## src/hdl/async_rx_defs.svh

```systemverilog
// Constants for the asynchronous receive front end
`ifndef ASYNC_RX_DEFS_SVH
`define ASYNC_RX_DEFS_SVH
// Start-bit midpoint checks in receive-clock periods (half a bit)
`define RX_HALF_16 7'h08
`define RX_HALF_64 7'h20
// Full bit length in receive-clock periods
`define RX_BIT_16 7'h10
`define RX_BIT_64 7'h40
// Register offsets
`define REG_DATA 4'h0
`define REG_STATUS 4'h1
`define REG_MASK 4'h2
`define REG_CTRL 4'h3
// Status and control bit positions
`define STAT_READY 0
`define STAT_PARITY 1
`define STAT_FRAME 2
`define STAT_OVERRUN 3
`define CT_X64 0
`define CT_SYNC 1
`define CT_PAR_EN 2
`define CT_PAR_ODD 3
`define CT_LEN_LO 4
// Status update bound in main-clock periods
`define STATUS_MAX_CYCLES 5'h1c
`define STAT_W 4
`endif

```

## src/hdl/async_rx_pkg.sv

```systemverilog
// Types shared by the receive front end
package async_rx_pkg;
   typedef enum logic [2:0]
   {
      RX_IDLE = 3'b000,
      RX_START = 3'b001,
      RX_DATA = 3'b010,
      RX_PARITY = 3'b011,
      RX_STOP = 3'b100
   } rx_state_t;
   typedef struct packed
   {
      logic x64;
      logic sync_mode;
      logic par_en;
      logic par_odd;
      logic [1:0] len_sel;
   } rx_cfg_t;
   typedef struct packed
   {
      logic ready;
      logic parity_err;
      logic frame_err;
      logic [7:0] data;
   } rx_event_t;
endpackage : async_rx_pkg

```

## src/hdl/pin_sync.sv

```systemverilog
// Three-stage synchroniser with agreement filter for outside inputs
`timescale 1ns/1ps
`include "async_rx_defs.svh"
module pin_sync
(
   input wire logic clk,
   input wire logic rst_n,
   input wire logic pin,
   output logic level,
   output logic rise
);
   typedef struct packed
   {
      logic s1;
      logic s2;
      logic s3;
      logic level;
      logic rise;
   } sync_state_t;
   sync_state_t state;
   sync_state_t next_state;
   // First stage feeds only the second; level follows when stages two and three agree
   always_comb
   begin
      next_state = state;
      next_state.s1 = pin;
      next_state.s2 = state.s1;
      next_state.s3 = state.s2;
      next_state.rise = 1'b0;
      if (state.s2 == state.s3)
      begin
         next_state.level = state.s3;
         next_state.rise = state.s3 & ~state.level;
      end
   end
   always_ff @(posedge clk or negedge rst_n)
   begin
      if (!rst_n)
         state <= '{s1: 1'b1, s2: 1'b1, s3: 1'b1, level: 1'b1, rise: 1'b0};
      else
         state <= next_state;
   end
   assign level = state.level;
   assign rise = state.rise;
endmodule : pin_sync

```

## src/hdl/async_rx_front.sv

```systemverilog
// Asynchronous receive front end with start qualification and break parity quirk
//
// What this block does
// - In 16x mode a low pulse shorter than 7 clocks is dropped as noise.
// - In 64x mode a low pulse shorter than 31 clocks is dropped.
// - In 16x mode a 9 to 16 clock low is a valid start bit.
// - In 64x mode a 33 to 64 clock low is a valid start bit.
// - With even parity and eight data bits, break ending between last data bit and parity sets parity error, no ready.
// - That spurious parity error stays set into the next good character.
// - Start qualification and break quirk apply only in asynchronous mode.
// - Status bits follow their event within 28 main-clock periods.
`timescale 1ns/1ps
`include "async_rx_defs.svh"
module async_rx_front
(
   input wire logic clk,
   input wire logic rst_n,
   input wire logic receive_sample_clock,
   input wire logic rx_line,
   input wire logic [3:0] addr,
   input wire logic [7:0] wdata,
   input wire logic wr,
   input wire logic rd,
   output logic [7:0] rdata,
   output logic rx_ready,
   output logic irq
);
   logic [1:0] rst_pipe;
   logic rst_sync_n;
   logic line_level;
   logic tick;

   // Reset released through two flops so all state leaves reset together
   always_ff @(posedge clk or negedge rst_n)
   begin
      if (!rst_n)
         rst_pipe <= 2'b00;
      else
         rst_pipe <= {rst_pipe[0], 1'b1};
   end
   assign rst_sync_n = rst_pipe[1];

   pin_sync line_sync
   (
      .clk(clk),
      .rst_n(rst_sync_n),
      .pin(rx_line),
      .level(line_level),
      .rise()
   );
   pin_sync clock_sync
   (
      .clk(clk),
      .rst_n(rst_sync_n),
      .pin(receive_sample_clock),
      .level(),
      .rise(tick)
   );

   typedef struct packed
   {
      async_rx_pkg::rx_state_t fsm;
      logic [6:0] cnt;
      logic [3:0] bit_idx;
      logic [7:0] shift;
      logic par_acc;
      logic line_prev;
      async_rx_pkg::rx_cfg_t cfg;
      async_rx_pkg::rx_event_t ev;
      logic [7:0] data;
      logic [`STAT_W-1:0] status;
      logic [`STAT_W-1:0] mask;
      logic [7:0] rdata;
      logic irq;
   } rx_top_state_t;
   rx_top_state_t state;
   rx_top_state_t next_state;

   // Data bits for the selected character length (5 to 8)
   function automatic logic [3:0] char_bits(input logic [1:0] sel);
      char_bits = 4'h5 + {2'b00, sel};
   endfunction : char_bits

   // Half and full bit lengths in receive-clock periods for the rate mode
   function automatic logic [6:0] half_bit(input logic x64);
      half_bit = x64 ? `RX_HALF_64 : `RX_HALF_16;
   endfunction : half_bit
   function automatic logic [6:0] full_bit(input logic x64);
      full_bit = x64 ? `RX_BIT_64 : `RX_BIT_16;
   endfunction : full_bit

   // Receiver sequencer, status flags and register port in one pass
   always_comb
   begin
      next_state = state;
      next_state.ev = '0;
      next_state.rdata = 8'h00;
      if (tick)
      begin
         // Edge detection runs on sample ticks, so a fall between ticks is still seen
         next_state.line_prev = line_level;
         case (state.fsm)
            async_rx_pkg::RX_IDLE:
            begin
               if (!state.cfg.sync_mode && state.line_prev && !line_level)
               begin
                  next_state.fsm = async_rx_pkg::RX_START;
                  next_state.cnt = 7'h01;
               end
            end
            async_rx_pkg::RX_START:
            begin
               // recheck on every tick up to the midpoint; short lows return to idle
               if (line_level && state.cnt <= half_bit(state.cfg.x64))
                  next_state.fsm = async_rx_pkg::RX_IDLE;
               else if (state.cnt == half_bit(state.cfg.x64))
               begin
                  // low through the midpoint is a start bit
                  next_state.cnt = 7'h00;
                  next_state.bit_idx = 4'h0;
                  next_state.par_acc = state.cfg.par_odd;
                  next_state.fsm = async_rx_pkg::RX_DATA;
               end
               else
                  next_state.cnt = state.cnt + 7'h01;
            end
            async_rx_pkg::RX_DATA:
            begin
               if (state.cnt == full_bit(state.cfg.x64) - 7'h01)
               begin
                  next_state.cnt = 7'h00;
                  next_state.shift = {line_level, state.shift[7:1]};
                  next_state.par_acc = state.par_acc ^ line_level;
                  next_state.bit_idx = state.bit_idx + 4'h1;
                  if (state.bit_idx == char_bits(state.cfg.len_sel) - 4'h1)
                     next_state.fsm = state.cfg.par_en ? async_rx_pkg::RX_PARITY
                                                       : async_rx_pkg::RX_STOP;
               end
               else
                  next_state.cnt = state.cnt + 7'h01;
            end
            async_rx_pkg::RX_PARITY:
            begin
               if (state.cnt == full_bit(state.cfg.x64) - 7'h01)
               begin
                  next_state.cnt = 7'h00;
                  // break ended before parity: flag error, skip ready
                  // All-zero data with a high, wrong parity bit marks a break's end
                  if (state.shift == 8'h00 && line_level && (state.par_acc ^ line_level))
                  begin
                     next_state.ev.parity_err = 1'b1;
                     next_state.fsm = async_rx_pkg::RX_IDLE;
                  end
                  else
                  begin
                     next_state.ev.parity_err = state.par_acc ^ line_level;
                     next_state.fsm = async_rx_pkg::RX_STOP;
                  end
               end
               else
                  next_state.cnt = state.cnt + 7'h01;
            end
            async_rx_pkg::RX_STOP:
            begin
               if (state.cnt == full_bit(state.cfg.x64) - 7'h01)
               begin
                  next_state.cnt = 7'h00;
                  next_state.ev.ready = 1'b1;
                  next_state.ev.frame_err = ~line_level;
                  next_state.ev.data = state.shift >> (4'h8 - char_bits(state.cfg.len_sel));
                  next_state.fsm = async_rx_pkg::RX_IDLE;
               end
               else
                  next_state.cnt = state.cnt + 7'h01;
            end
            default:
               next_state.fsm = async_rx_pkg::RX_IDLE;
         endcase
      end
      // Register reads: data read clears ready, reads are accepted whether or not ready is set
      if (rd)
      begin
         case (addr)
            `REG_DATA:
            begin
               next_state.rdata = state.data;
               next_state.status[`STAT_READY] = 1'b0;
            end
            `REG_STATUS: next_state.rdata = {4'h0, state.status};
            `REG_MASK: next_state.rdata = {4'h0, state.mask};
            `REG_CTRL: next_state.rdata = {2'b00, state.cfg.len_sel, state.cfg.par_odd,
                                           state.cfg.par_en, state.cfg.sync_mode, state.cfg.x64};
            default: next_state.rdata = 8'h00;
         endcase
      end
      // Write one to clear status bits; mask and control write straight
      if (wr)
      begin
         case (addr)
            `REG_STATUS: next_state.status = state.status & ~wdata[`STAT_W-1:0];
            `REG_MASK: next_state.mask = wdata[`STAT_W-1:0];
            `REG_CTRL:
            begin
               // Field by field, since the struct order differs from the register layout
               next_state.cfg.x64 = wdata[`CT_X64];
               next_state.cfg.sync_mode = wdata[`CT_SYNC];
               next_state.cfg.par_en = wdata[`CT_PAR_EN];
               next_state.cfg.par_odd = wdata[`CT_PAR_ODD];
               next_state.cfg.len_sel = wdata[`CT_LEN_LO+1:`CT_LEN_LO];
            end
            default: next_state.cfg = state.cfg;
         endcase
      end
      // events land two cycles after detection; set beats clear
      if (state.ev.ready)
      begin
         next_state.status[`STAT_OVERRUN] = state.status[`STAT_OVERRUN] | state.status[`STAT_READY];
         next_state.status[`STAT_READY] = 1'b1;
         next_state.data = state.ev.data;
      end
      // parity error is sticky; a good character never clears it
      if (state.ev.parity_err)
         next_state.status[`STAT_PARITY] = 1'b1;
      if (state.ev.frame_err)
         next_state.status[`STAT_FRAME] = 1'b1;
      next_state.irq = |(next_state.status & next_state.mask);
   end

   always_ff @(posedge clk or negedge rst_sync_n)
   begin
      if (!rst_sync_n)
      begin
         state <= '0;
         state.line_prev <= 1'b1;
      end
      else
         state <= next_state;
   end

   assign rdata = state.rdata;
   assign rx_ready = state.status[`STAT_READY];
   assign irq = state.irq;

   // Assertions guarding the receiver
   chk_short_noise: assert property (@(posedge clk) disable iff (!rst_sync_n)
      (state.fsm == async_rx_pkg::RX_START && tick && line_level
       && state.cnt < half_bit(state.cfg.x64)) |=> state.fsm == async_rx_pkg::RX_IDLE)
      else $error("short low pulse not dropped");
   chk_start_accept: assert property (@(posedge clk) disable iff (!rst_sync_n)
      (state.fsm == async_rx_pkg::RX_START && tick
       && !line_level && state.cnt == half_bit(state.cfg.x64))
      |=> state.fsm == async_rx_pkg::RX_DATA)
      else $error("valid start bit not accepted");
   chk_sync_bypass: assert property (@(posedge clk) disable iff (!rst_sync_n)
      (state.cfg.sync_mode && state.fsm == async_rx_pkg::RX_IDLE)
      |=> state.fsm == async_rx_pkg::RX_IDLE)
      else $error("start qualification in synchronous mode");
   chk_parity_sticky: assert property (@(posedge clk) disable iff (!rst_sync_n)
      (state.status[`STAT_PARITY] && !(wr && addr == `REG_STATUS && wdata[`STAT_PARITY]))
      |=> state.status[`STAT_PARITY])
      else $error("parity error flag lost");
   chk_ready_update: assert property (@(posedge clk) disable iff (!rst_sync_n)
      state.ev.ready |=> rx_ready)
      else $error("ready not raised after character");
   chk_irq_level: assert property (@(posedge clk) disable iff (!rst_sync_n)
      ##1 irq == $past(|(next_state.status & next_state.mask)))
      else $error("interrupt does not follow masked status");
   cov_start: cover property (@(posedge clk) state.fsm == async_rx_pkg::RX_DATA);
   cov_ready: cover property (@(posedge clk) $rose(rx_ready));
   cov_parity: cover property (@(posedge clk) $rose(state.status[`STAT_PARITY]));
endmodule : async_rx_front

```

## config.mk

```make
export PLATFORM = sky130hd
export DESIGN_NAME = async_rx_front
export DESIGN_NICKNAME = d
export VERILOG_FILES = /design/src/hdl/async_rx_pkg.sv /design/src/hdl/pin_sync.sv /design/src/hdl/async_rx_front.sv
export VERILOG_INCLUDE_DIRS = /design/src /design/src/hdl
export SDC_FILE = /design/constraint.sdc
export NUM_CORES = 1
export LEC_CHECK = 0
export BUFFER_PORTS_ARGS = -buffer_cell sky130_fd_sc_hd__buf_4
export CORE_MARGIN = 2
export CORE_UTILIZATION = 40
export CTS_BUF_LIST = sky130_fd_sc_hd__clkbuf_4 sky130_fd_sc_hd__clkbuf_8
export CTS_CLUSTER_DIAMETER = 200
export DETAILED_ROUTE_END_ITERATION = 8
export SLEW_MARGIN = 20
export SYNTH_ARGS = -nofsm -noshare
export SYNTH_HDL_FRONTEND = slang
export SYNTH_SLANG_ARGS = --single-unit
```

## constraint.sdc

```tcl
create_clock -name clk -period 2.9 [get_ports clk]
set_input_delay 0.145 -clock clk [delete_from_list [all_inputs] [get_ports clk]]
set_output_delay 0.145 -clock clk [all_outputs]
set_load 0.02 [all_outputs]
```

==> results of run 1 <==
## worst max-delay path by stage
stage          depth (start not counted)              end  slack (ns)        start
5_1_grt                                6        state[44]        0.33    state[41]
6_report                               6        state[44]        0.49    state[41]
2_1_floorplan                          0  clock_sync.rise        0.61  rst_pipe[1]
4_1_cts                                6        state[44]        0.46    state[41]
3_3_place_gp                           6        state[51]        0.55    state[41]
3_5_place_dp                           6        state[44]        0.49    state[41]
## state kept, by name (all words and copies together) (netlist names), 2 cells and up
signal and count:
state 56, rst_pipe 2, rdata 8, line_sync.next_state 2
clock_sync.next_state 2
## critical path, stage by stage (launching register included)
cell and delay, ns:
dfrtp_1 0.42, inv_1 0.08, ha_1 0.34, nor2b_1 0.43, and3_1 0.39, nand3_2 0.27, mux2_2 0.35
## per-stage QoR
stage	cells	worst slack (ns)	hold slack [ns]
5_1_grt	443	0.3277	0.006570
2_1_floorplan	305	0.6125	-0.1506
4_1_cts	443	0.4645	0.007881
3_5_place_dp	424	0.4876	-0.07074
6_report	443	0.4948	0.02662
3_3_place_gp	424	0.5526	-0.07249
## cells in the mapped netlist, types with 7 or more instances
master   count
dfrtp_1     68
mux2_2      28
nor2_1      14
inv_1       13
a21oi_1     11
nand2_1     11
nand3_1     10
o21ai_0     10
buf_4        9
dfstp_2      9
mux4_2       9
nor2b_1      9
ha_1         7
## routing by layer
| metal | global-route usage, % | vias up | wire length (um) |
|---|---|---|---|
| li1 | - | 1149 | - |
| met1 | 21.41 | 1182 | 3368 |
| met2 | 22.41 | 52 | 3118 |
| met3 | 3.398 | 8 | 228 |
| met4 | 5.163 | 0 | 80 |
| met5 | 0 | - | 0 |
## power breakdown
part,switching (mW),total [mW],internal [mW]
registers,0.166,1.36,1.20
clock network,0.435,0.766,0.331
logic,0.396,0.779,0.382
## logic make-up after synthesis
group | count (synthesis) | share of synthesized area, %
simple gates | 88 | 14.10
xor+xnor | 4 | 0.9376
other cells | 1 | 0.1003
mux | 43 | 15.73
fa+ha+maj | 9 | 2.879
flops | 77 | 51.86
buf+inv | 32 | 4.385
compound gates | 51 | 10.01
## cell type report
cell class | instances | area share (%)
well taps | 111 | 3.318
inverters | 13 | 1.166
flip-flops and latches | 77 | 46.40
clock buffers | 9 | 2.960
repair buffers | 30 | 5.561
clock inverters | 7 | 1.525
multi-input cells | 196 | 39.07
==> impl_metrics.yaml, run 1 <==
cells_and_area:
  syn2layout_area_growth_pct: 11.99
  drive_above_1_share_pct: 31.93
  n_fill_cell: 838
  layout_common_cells: "dfrtp_1, mux2_2, buf_4"
  fin_area_mm2: 0.004185
  seq_area_mm2: 0.001942
  diodes: 0
  layout_commonest_cell: "dfrtp_1"
  final_util_pct: 45.73
  multi_input_area_mm2: 0.001635
  nets: 352
worst_setup_path:
  cp-end-kind: "flip-flop"
  path_class: "reg2reg"
  reg2reg_from: "state[41]"
  r2r_end: "state[44]"
  r2r_slack_ns: 0.49
  crit_arrival_ns: 2.63
  worstRegToRegCells: 6
  critPathMaxFanout: 10
  start_kind: "flip-flop"
  worstPathRequired_ns: 3.13
clock_network:
  htree_levels: 3
  cts_hold_buffers: 3
  clkTransAtPathRegs_ns: 0.09
  cts.repair.resized: 0
  cts.path.max_buffers: 2
  cts_root_buf: "clkbuf_8"
  numCtsBuffers: 9
  cts_tree: "done"
  numClockSinks: 77
  clk_latency_ns: 0.35
  postCtsSetupRepairBufs: 0
timing:
  min_period_over_period_pct: 82.94
  slew_viol_final: 0
  rsz0062_at_grt: "false"
  fin_worst_skew_ns: 0.009655
  setup_violations: 0
  hold_viol: 0
  fmax_mhz: 415.8
  worstMarginPinSlew_ns: 0.9462
  maxSlewHeadroom_pct: 36.92
  finalSetupTns_ns: 0
  period_needed_ns: 2.405
grt:
  grt_use_total_pct: 14.95
  grt_pass1_vias: 2365
  grt_pass1_wl_um: 11830
  grt_overflow_total: 0
  grt_max_degree: 76
  antenna_found_initial: 0
synthesis:
  synth-seq-cells: 77
  yosysSeqAreaShare_pct: 51.86
  async_flop_share_pct: 100.0
  synth-edff-count: 0
  syn_area_mm2: 0.003737
  yosysTopAreaCellShare_pct: 45.53
  syn_nets: 330
  yosys-top-cells-area: "dfrtp_1, mux2_2, dfstp_2"
  syn_area_per_cell_um2: 12.25
  yosysWarnings: 0
  syn_inst: 305
  post-synth-top-area-cell: "dfrtp_1"
  synth_cell_types: 66
  synth_ff_type: "dfrtp_1"
placed_design:
  dpl.hpwl_um: 4753
  place_area_mm2: 0.003968
  port_buffers: 25
  place.gp.congestion: 0.8020
route:
  dr.first_iter.drc_count: 123
  viasPerCell: 5.397
  drc: 0
  num_vias: 2391
  routedWlPerCell_um: 15.34
  final_antenna_net_count: 0
  finalWirelength_um: 6796
  drtPass1Iterations: 4
power:
  max-vdd-ir-drop_mv: 0.3011
  total_power_mw: 2.910
  power_density_mw_per_mm2: 695.3
  p_leak_nw: 1.901
floorplanning:
  initial_utilization_pct: 40.83
  rows: 35
  die_w_um: 100.7
  fp.dieArea_mm2: 0.01013
  coreArea_mm2: 0.009153
  die_y_um: 100.7
  io_pins: 28
job:
  drv_cap: 0
min_path:
  hold_depth: 2
  holdCritPathClass: "in2reg"
  hold_path_startpoint: "wdata[5]"
  worstHoldEndpoint: "state[37]"
status:
  outcome: "finished clean"
No activity file was read; power rests on OpenSTA's default activity.
==> run 2, diff against run 1 <==
clock period = 2.4 ns   (was 2.9 ns; I/O delays follow)
==> run 2 against run 1 <==
  * First-iteration DRC count down 32%
  * Hold slack better by 0.0032 ns
  * Fmax increased by 14%
  * Die area is the same
  * Via count is 2.3% higher
  * Utilization increased by 1.2 points
  * Sequential power is 21% higher
  * Critical path type unchanged
  * Critical endpoint is now state[61]
==> impl_metrics.yaml, run 2 (synthesized netlist as in run 1, its figures left out) <==
route:
  final_antenna_net_count: 0
  dr.first_iter.drc_count: 84
  drtPass1Iterations: 4
  viasPerCell: 5.352
  num_vias: 2446
  finalWirelength_um: 6902
  routedWlPerCell_um: 15.10
  drc: 0
timing:
  period_needed_ns: 2.113
  rsz0062_at_grt: "false"
  maxSlewHeadroom_pct: 42.00
  slew_viol_final: 0
  fmax_mhz: 473.2
  worstMarginPinSlew_ns: 0.8700
  setup_violations: 0
  finalSetupTns_ns: 0
  min_period_over_period_pct: 88.06
  fin_worst_skew_ns: 0.01390
  hold_viol: 0
worst_setup_path:
  r2r_end: "state[61]"
  path_class: "reg2reg"
  crit_arrival_ns: 2.32
  slowest_delay_ns: 0.41
  path_buf_inv: 1
  worstPathRequired_ns: 2.61
  slowest_stage: "dfrtp_1"
  worstRegToRegCells: 7
  reg2reg_from: "state[59]"
  start_kind: "flip-flop"
  r2r_slack_ns: 0.29
  critPathTopFamily: "compound AO/OA/AOI/OAI gates"
  crit_chain: "inv_1, ha_1, nand2b_4, a2111oi_4, o211ai_1, nand3b_1, o221ai_1"
  critPathMaxFanout: 6
  cp-end-kind: "flip-flop"
cells_and_area:
  syn2layout_area_growth_pct: 15.00
  nets: 366
  diodes: 0
  fin_area_mm2: 0.004298
  multi_input_area_mm2: 0.001635
  layout_commonest_cell: "dfrtp_1"
  drive_above_1_share_pct: 33.82
  n_fill_cell: 829
  top_register: "state"
  seq_area_mm2: 0.001942
  largest_reg_flops: 56
  layout_common_cells: "dfrtp_1, buf_4, mux2_2"
min_path:
  worstHoldEndpoint: "state[39]"
  holdCritPathClass: "in2reg"
  hold_path_startpoint: "wdata[2]"
  hold_depth: 2
status:
  outcome: "finished clean"
floorplanning:
  initial_utilization_pct: 40.83
  io_pins: 28
  die_w_um: 100.7
  coreArea_mm2: 0.009153
  die_y_um: 100.7
  rows: 35
  fp.dieArea_mm2: 0.01013
placed_design:
  place_area_mm2: 0.004050
  port_buffers: 25
  dpl.hpwl_um: 4896
  place.gp.congestion: 0.9035
grt:
  grt_use_total_pct: 15.13
  grt_pass1_vias: 2488
  grt_max_degree: 70
  grt_overflow_total: 0
  grt_pass1_wl_um: 12020
  antenna_found_initial: 0
power:
  power_density_mw_per_mm2: 837.6
  p_leak_nw: 1.968
  max-vdd-ir-drop_mv: 0.3245
clock_network:
  htree_levels: 3
  numCtsBuffers: 9
  cts_tree: "done"
  clkTransAtPathRegs_ns: 0.09
  cts.repair.resized: 0
  cts.path.max_buffers: 2
  cts_root_buf: "clkbuf_8"
  numClockSinks: 77
  clk_latency_ns: 0.35
job:
  drv_cap: 0
## run 2: changes by cell type in the layout (fill, tap and decap cells not counted)
| cell | delta |
|---|---|
| buf_4 | +11 |
| dlygate4sd3_1 | +3 |
## run 2: power breakdown
group          internal [mW]  leakage (nW)  switching, mW
sequential              1.45          1.00          0.191
clock                  0.401        0.0907          0.531
combinational          0.520         0.874          0.509
total                   2.37          1.97           1.23
## run 2: layout make-up
type                       instances  share of cell area, %
clock buffer                       9                  2.882
clock inverter                     7                  1.485
inverter                          13                  1.135
multi-input combinational        196                  38.05
sequential                        77                  45.18
tap                              111                  3.231
timing repair buffer              44                  8.035
## run 2: how the worst max path moves through the flow
stage                     start              end  slack, ns  cells past startpoint
detailed placement    state[59]        state[61]       0.30                      7
global placement      state[59]        state[56]       0.36                      7
CTS                   state[59]        state[61]       0.29                      7
floorplan           rst_pipe[1]  clock_sync.rise       0.11                      0
finish                state[59]        state[61]       0.29                      7
global route          state[59]        state[61]       0.16                      7
## run 2: repair_timing
item / CTS / global route
hold buffers: 6 / 0
endpoints found under the hold margin: 7 / 0
setup buffers: 0 / 0
## run 2: per-stage QoR
| stage | cells | power [mW] | utilization (%) | hold slack [ns] | setup WS (ns) |
|---|---|---|---|---|---|
| 2_1_floorplan | 305 | 2.404 | - | -0.1756 | 0.1125 |
| 3_3_place_gp | 435 | 2.666 | 44.25 | -0.09692 | 0.3565 |
| 3_5_place_dp | 435 | 2.685 | 44.25 | -0.09559 | 0.2964 |
| 4_1_cts | 457 | 3.640 | 46.96 | 0.01824 | 0.2895 |
| 5_1_grt | 457 | 3.837 | 46.96 | 0.01376 | 0.1603 |
| 6_report | 457 | 3.600 | 46.96 | 0.02986 | 0.2866 |
## run 2: layer usage
| layer | GRT usage (%) | share of wire [%] | vias to the layer above |
|---|---|---|---|
| met4 | 6.639 | 2.2 | 0 |
| met1 | 21.13 | 49 | 1218 |
| met5 | 0 | 0 | - |
| met3 | 2.635 | 3.0 | 13 |
| met2 | 23.18 | 46 | 41 |
| li1 | - | - | 1174 |
==> run 3, diff against run 2 <==
clock period = 2.42 ns   (was 2.4 ns; I/O delays follow)
==> run 3 against run 2 <==
  * Sequential share of layout area up 0.16 points
  * Worst setup slack better by 0.054 ns
  * Via count down 0.90%
  * Highest routed layer unchanged
  * Sequential power about the same
  * Register-to-register slack better by 0.05 ns
==> impl_metrics.yaml, run 3 (synthesized netlist as in run 1, its figures left out) <==
status:
  outcome: "finished clean"
worst_setup_path:
  start_kind: "flip-flop"
  path_class: "reg2reg"
  crit_arrival_ns: 2.32
  r2r_slack_ns: 0.34
  slowest_stage: "dfrtp_1"
  cp-end-kind: "flip-flop"
  critPathMaxFanout: 6
  reg2reg_from: "state[59]"
  worstPathRequired_ns: 2.66
  r2r_end: "state[56]"
  slowest_delay_ns: 0.41
  crit_chain: "inv_1, ha_1, nand2b_4, a2111oi_4, o211ai_1, and2_4, mux2_4"
  worstRegToRegCells: 7
clock_network:
  cts_root_buf: "clkbuf_8"
  clkTransAtPathRegs_ns: 0.09
  numClockSinks: 77
  cts.path.max_buffers: 2
  htree_levels: 3
  postCtsSetupRepairBufs: 0
  clk_latency_ns: 0.36
  cts_tree: "done"
  numCtsBuffers: 9
power:
  p_clk_share_pct: 26.0
  p_comb_share_pct: 28.5
  power_density_mw_per_mm2: 834.5
  p_sw_share_pct: 34.35
  max-vdd-ir-drop_mv: 0.3138
  seq_power_share_pct: 45.5
  p_leak_nw: 1.958
  switching_power_mw: 1.228
  total_power_mw: 3.574
  intPower_mw: 2.346
floorplanning:
  coreArea_mm2: 0.009153
  die_y_um: 100.7
  die_w_um: 100.7
  rows: 35
  initial_utilization_pct: 40.83
  fp.dieArea_mm2: 0.01013
  io_pins: 28
placed_design:
  place_area_mm2: 0.004035
  dpl.hpwl_um: 4875
  port_buffers: 25
  placed_cells: 433
  place.gp.congestion: 0.9040
  dpl_worst_slack_ns: 0.3346
min_path:
  hold_path_startpoint: "rd"
  holdCritPathClass: "in2reg"
  worstHoldEndpoint: "rdata[5]"
  hold_depth: 3
timing:
  worstMarginPinSlew_ns: 0.9599
  fin_ws_ns: 0.3406
  fin_worst_skew_ns: 0.01359
  rsz0062_at_grt: "false"
  maxSlewHeadroom_pct: 36.00
  fmax_mhz: 480.9
  period_needed_ns: 2.079
  min_period_over_period_pct: 85.92
  slew_viol_final: 0
  finalSetupTns_ns: 0
  hold_slack_ns: 0.02042
  hold_viol: 0
  setup_violations: 0
route:
  final_antenna_net_count: 0
  top_layer_used: "met4"
  m1WireLength_um: 3466
  routedWlPerCell_um: 15.28
  finalWirelength_um: 6953
  met2WireLength_um: 3167
  met3_length_um: 209
  viasPerCell: 5.327
  num_vias: 2424
  drtPass1Iterations: 4
  drc: 0
  dr.first_iter.drc_count: 106
job:
  drv_cap: 0
grt:
  grt_pass1_wl_um: 11940
  grt_max_degree: 76
  grt_overflow_total: 0
  grt_pass1_vias: 2436
  grt_use_total_pct: 15.10
  antenna_found_initial: 0
cells_and_area:
  drive_above_1_share_pct: 33.43
  multi_input_area_mm2: 0.001635
  instances_no_fill: 455
  fin_area_mm2: 0.004283
  largest_reg_flops: 56
  layout_common_cells: "dfrtp_1, buf_4, mux2_2"
  n_fill_cell: 839
  seq_area_mm2: 0.001942
  top_register: "state"
  diodes: 0
  layout_commonest_cell: "dfrtp_1"
  nets: 364
  syn2layout_area_growth_pct: 14.60
  final_util_pct: 46.79
==> run 3: worst max-delay path by stage <==
stage | start | end | slack (ns) | depth (start not counted)
6_report | state[59] | state[56] | 0.34 | 7
5_1_grt | state[59] | state[61] | 0.22 | 7
4_1_cts | state[59] | state[56] | 0.32 | 7
3_5_place_dp | state[59] | state[56] | 0.33 | 7
3_3_place_gp | state[59] | state[56] | 0.37 | 7
2_1_floorplan | rst_pipe[1] | clock_sync.rise | 0.13 | 0
==> run 3: what timing repair did <==
action,CTS,global route
hold buffers,6,0
endpoints found under the hold margin,7,0
resized for setup,0,0
==> run 3: cell type report <==
class                      count  share of cell area, %
multi-input combinational    196                  38.18
clock inverter                 7                  1.490
timing repair buffer          42                  7.713
clock buffer                   9                  2.892
inverter                      13                  1.139
sequential                    77                  45.34
tap                          111                  3.243
==> run 3: layer usage <==
metal,vias to the layer above,GRT usage [%]
li1,1170,-
met4,0,7.060
met5,-,0
met1,1199,21.11
met2,47,22.72
met3,8,2.913
==> run 3: worst max-delay path, delay by kind of cell, from the launching register on <==
family / cells / cell delay (ns)
and+or+nand+nor: 2 / 0.29
AOI/OAI and AO/OA: 2 / 0.68
muxes: 1 / 0.29
adders and majority gates: 1 / 0.20
DFF: 1 / 0.41
buffers and inverters: 1 / 0.11
==> run 3: power by group through the flow <==
stage | Sequential, mW | Clock, mW | Combinational [mW]
after floorplan | 1.56 | 0 | 0.820
after global placement | 1.65 | 0 | 0.996
after detailed placement | 1.65 | 0 | 1.01
after CTS | 1.63 | 0.963 | 1.02
after global routing | 1.66 | 1.03 | 1.13
final | 1.63 | 0.929 | 1.02
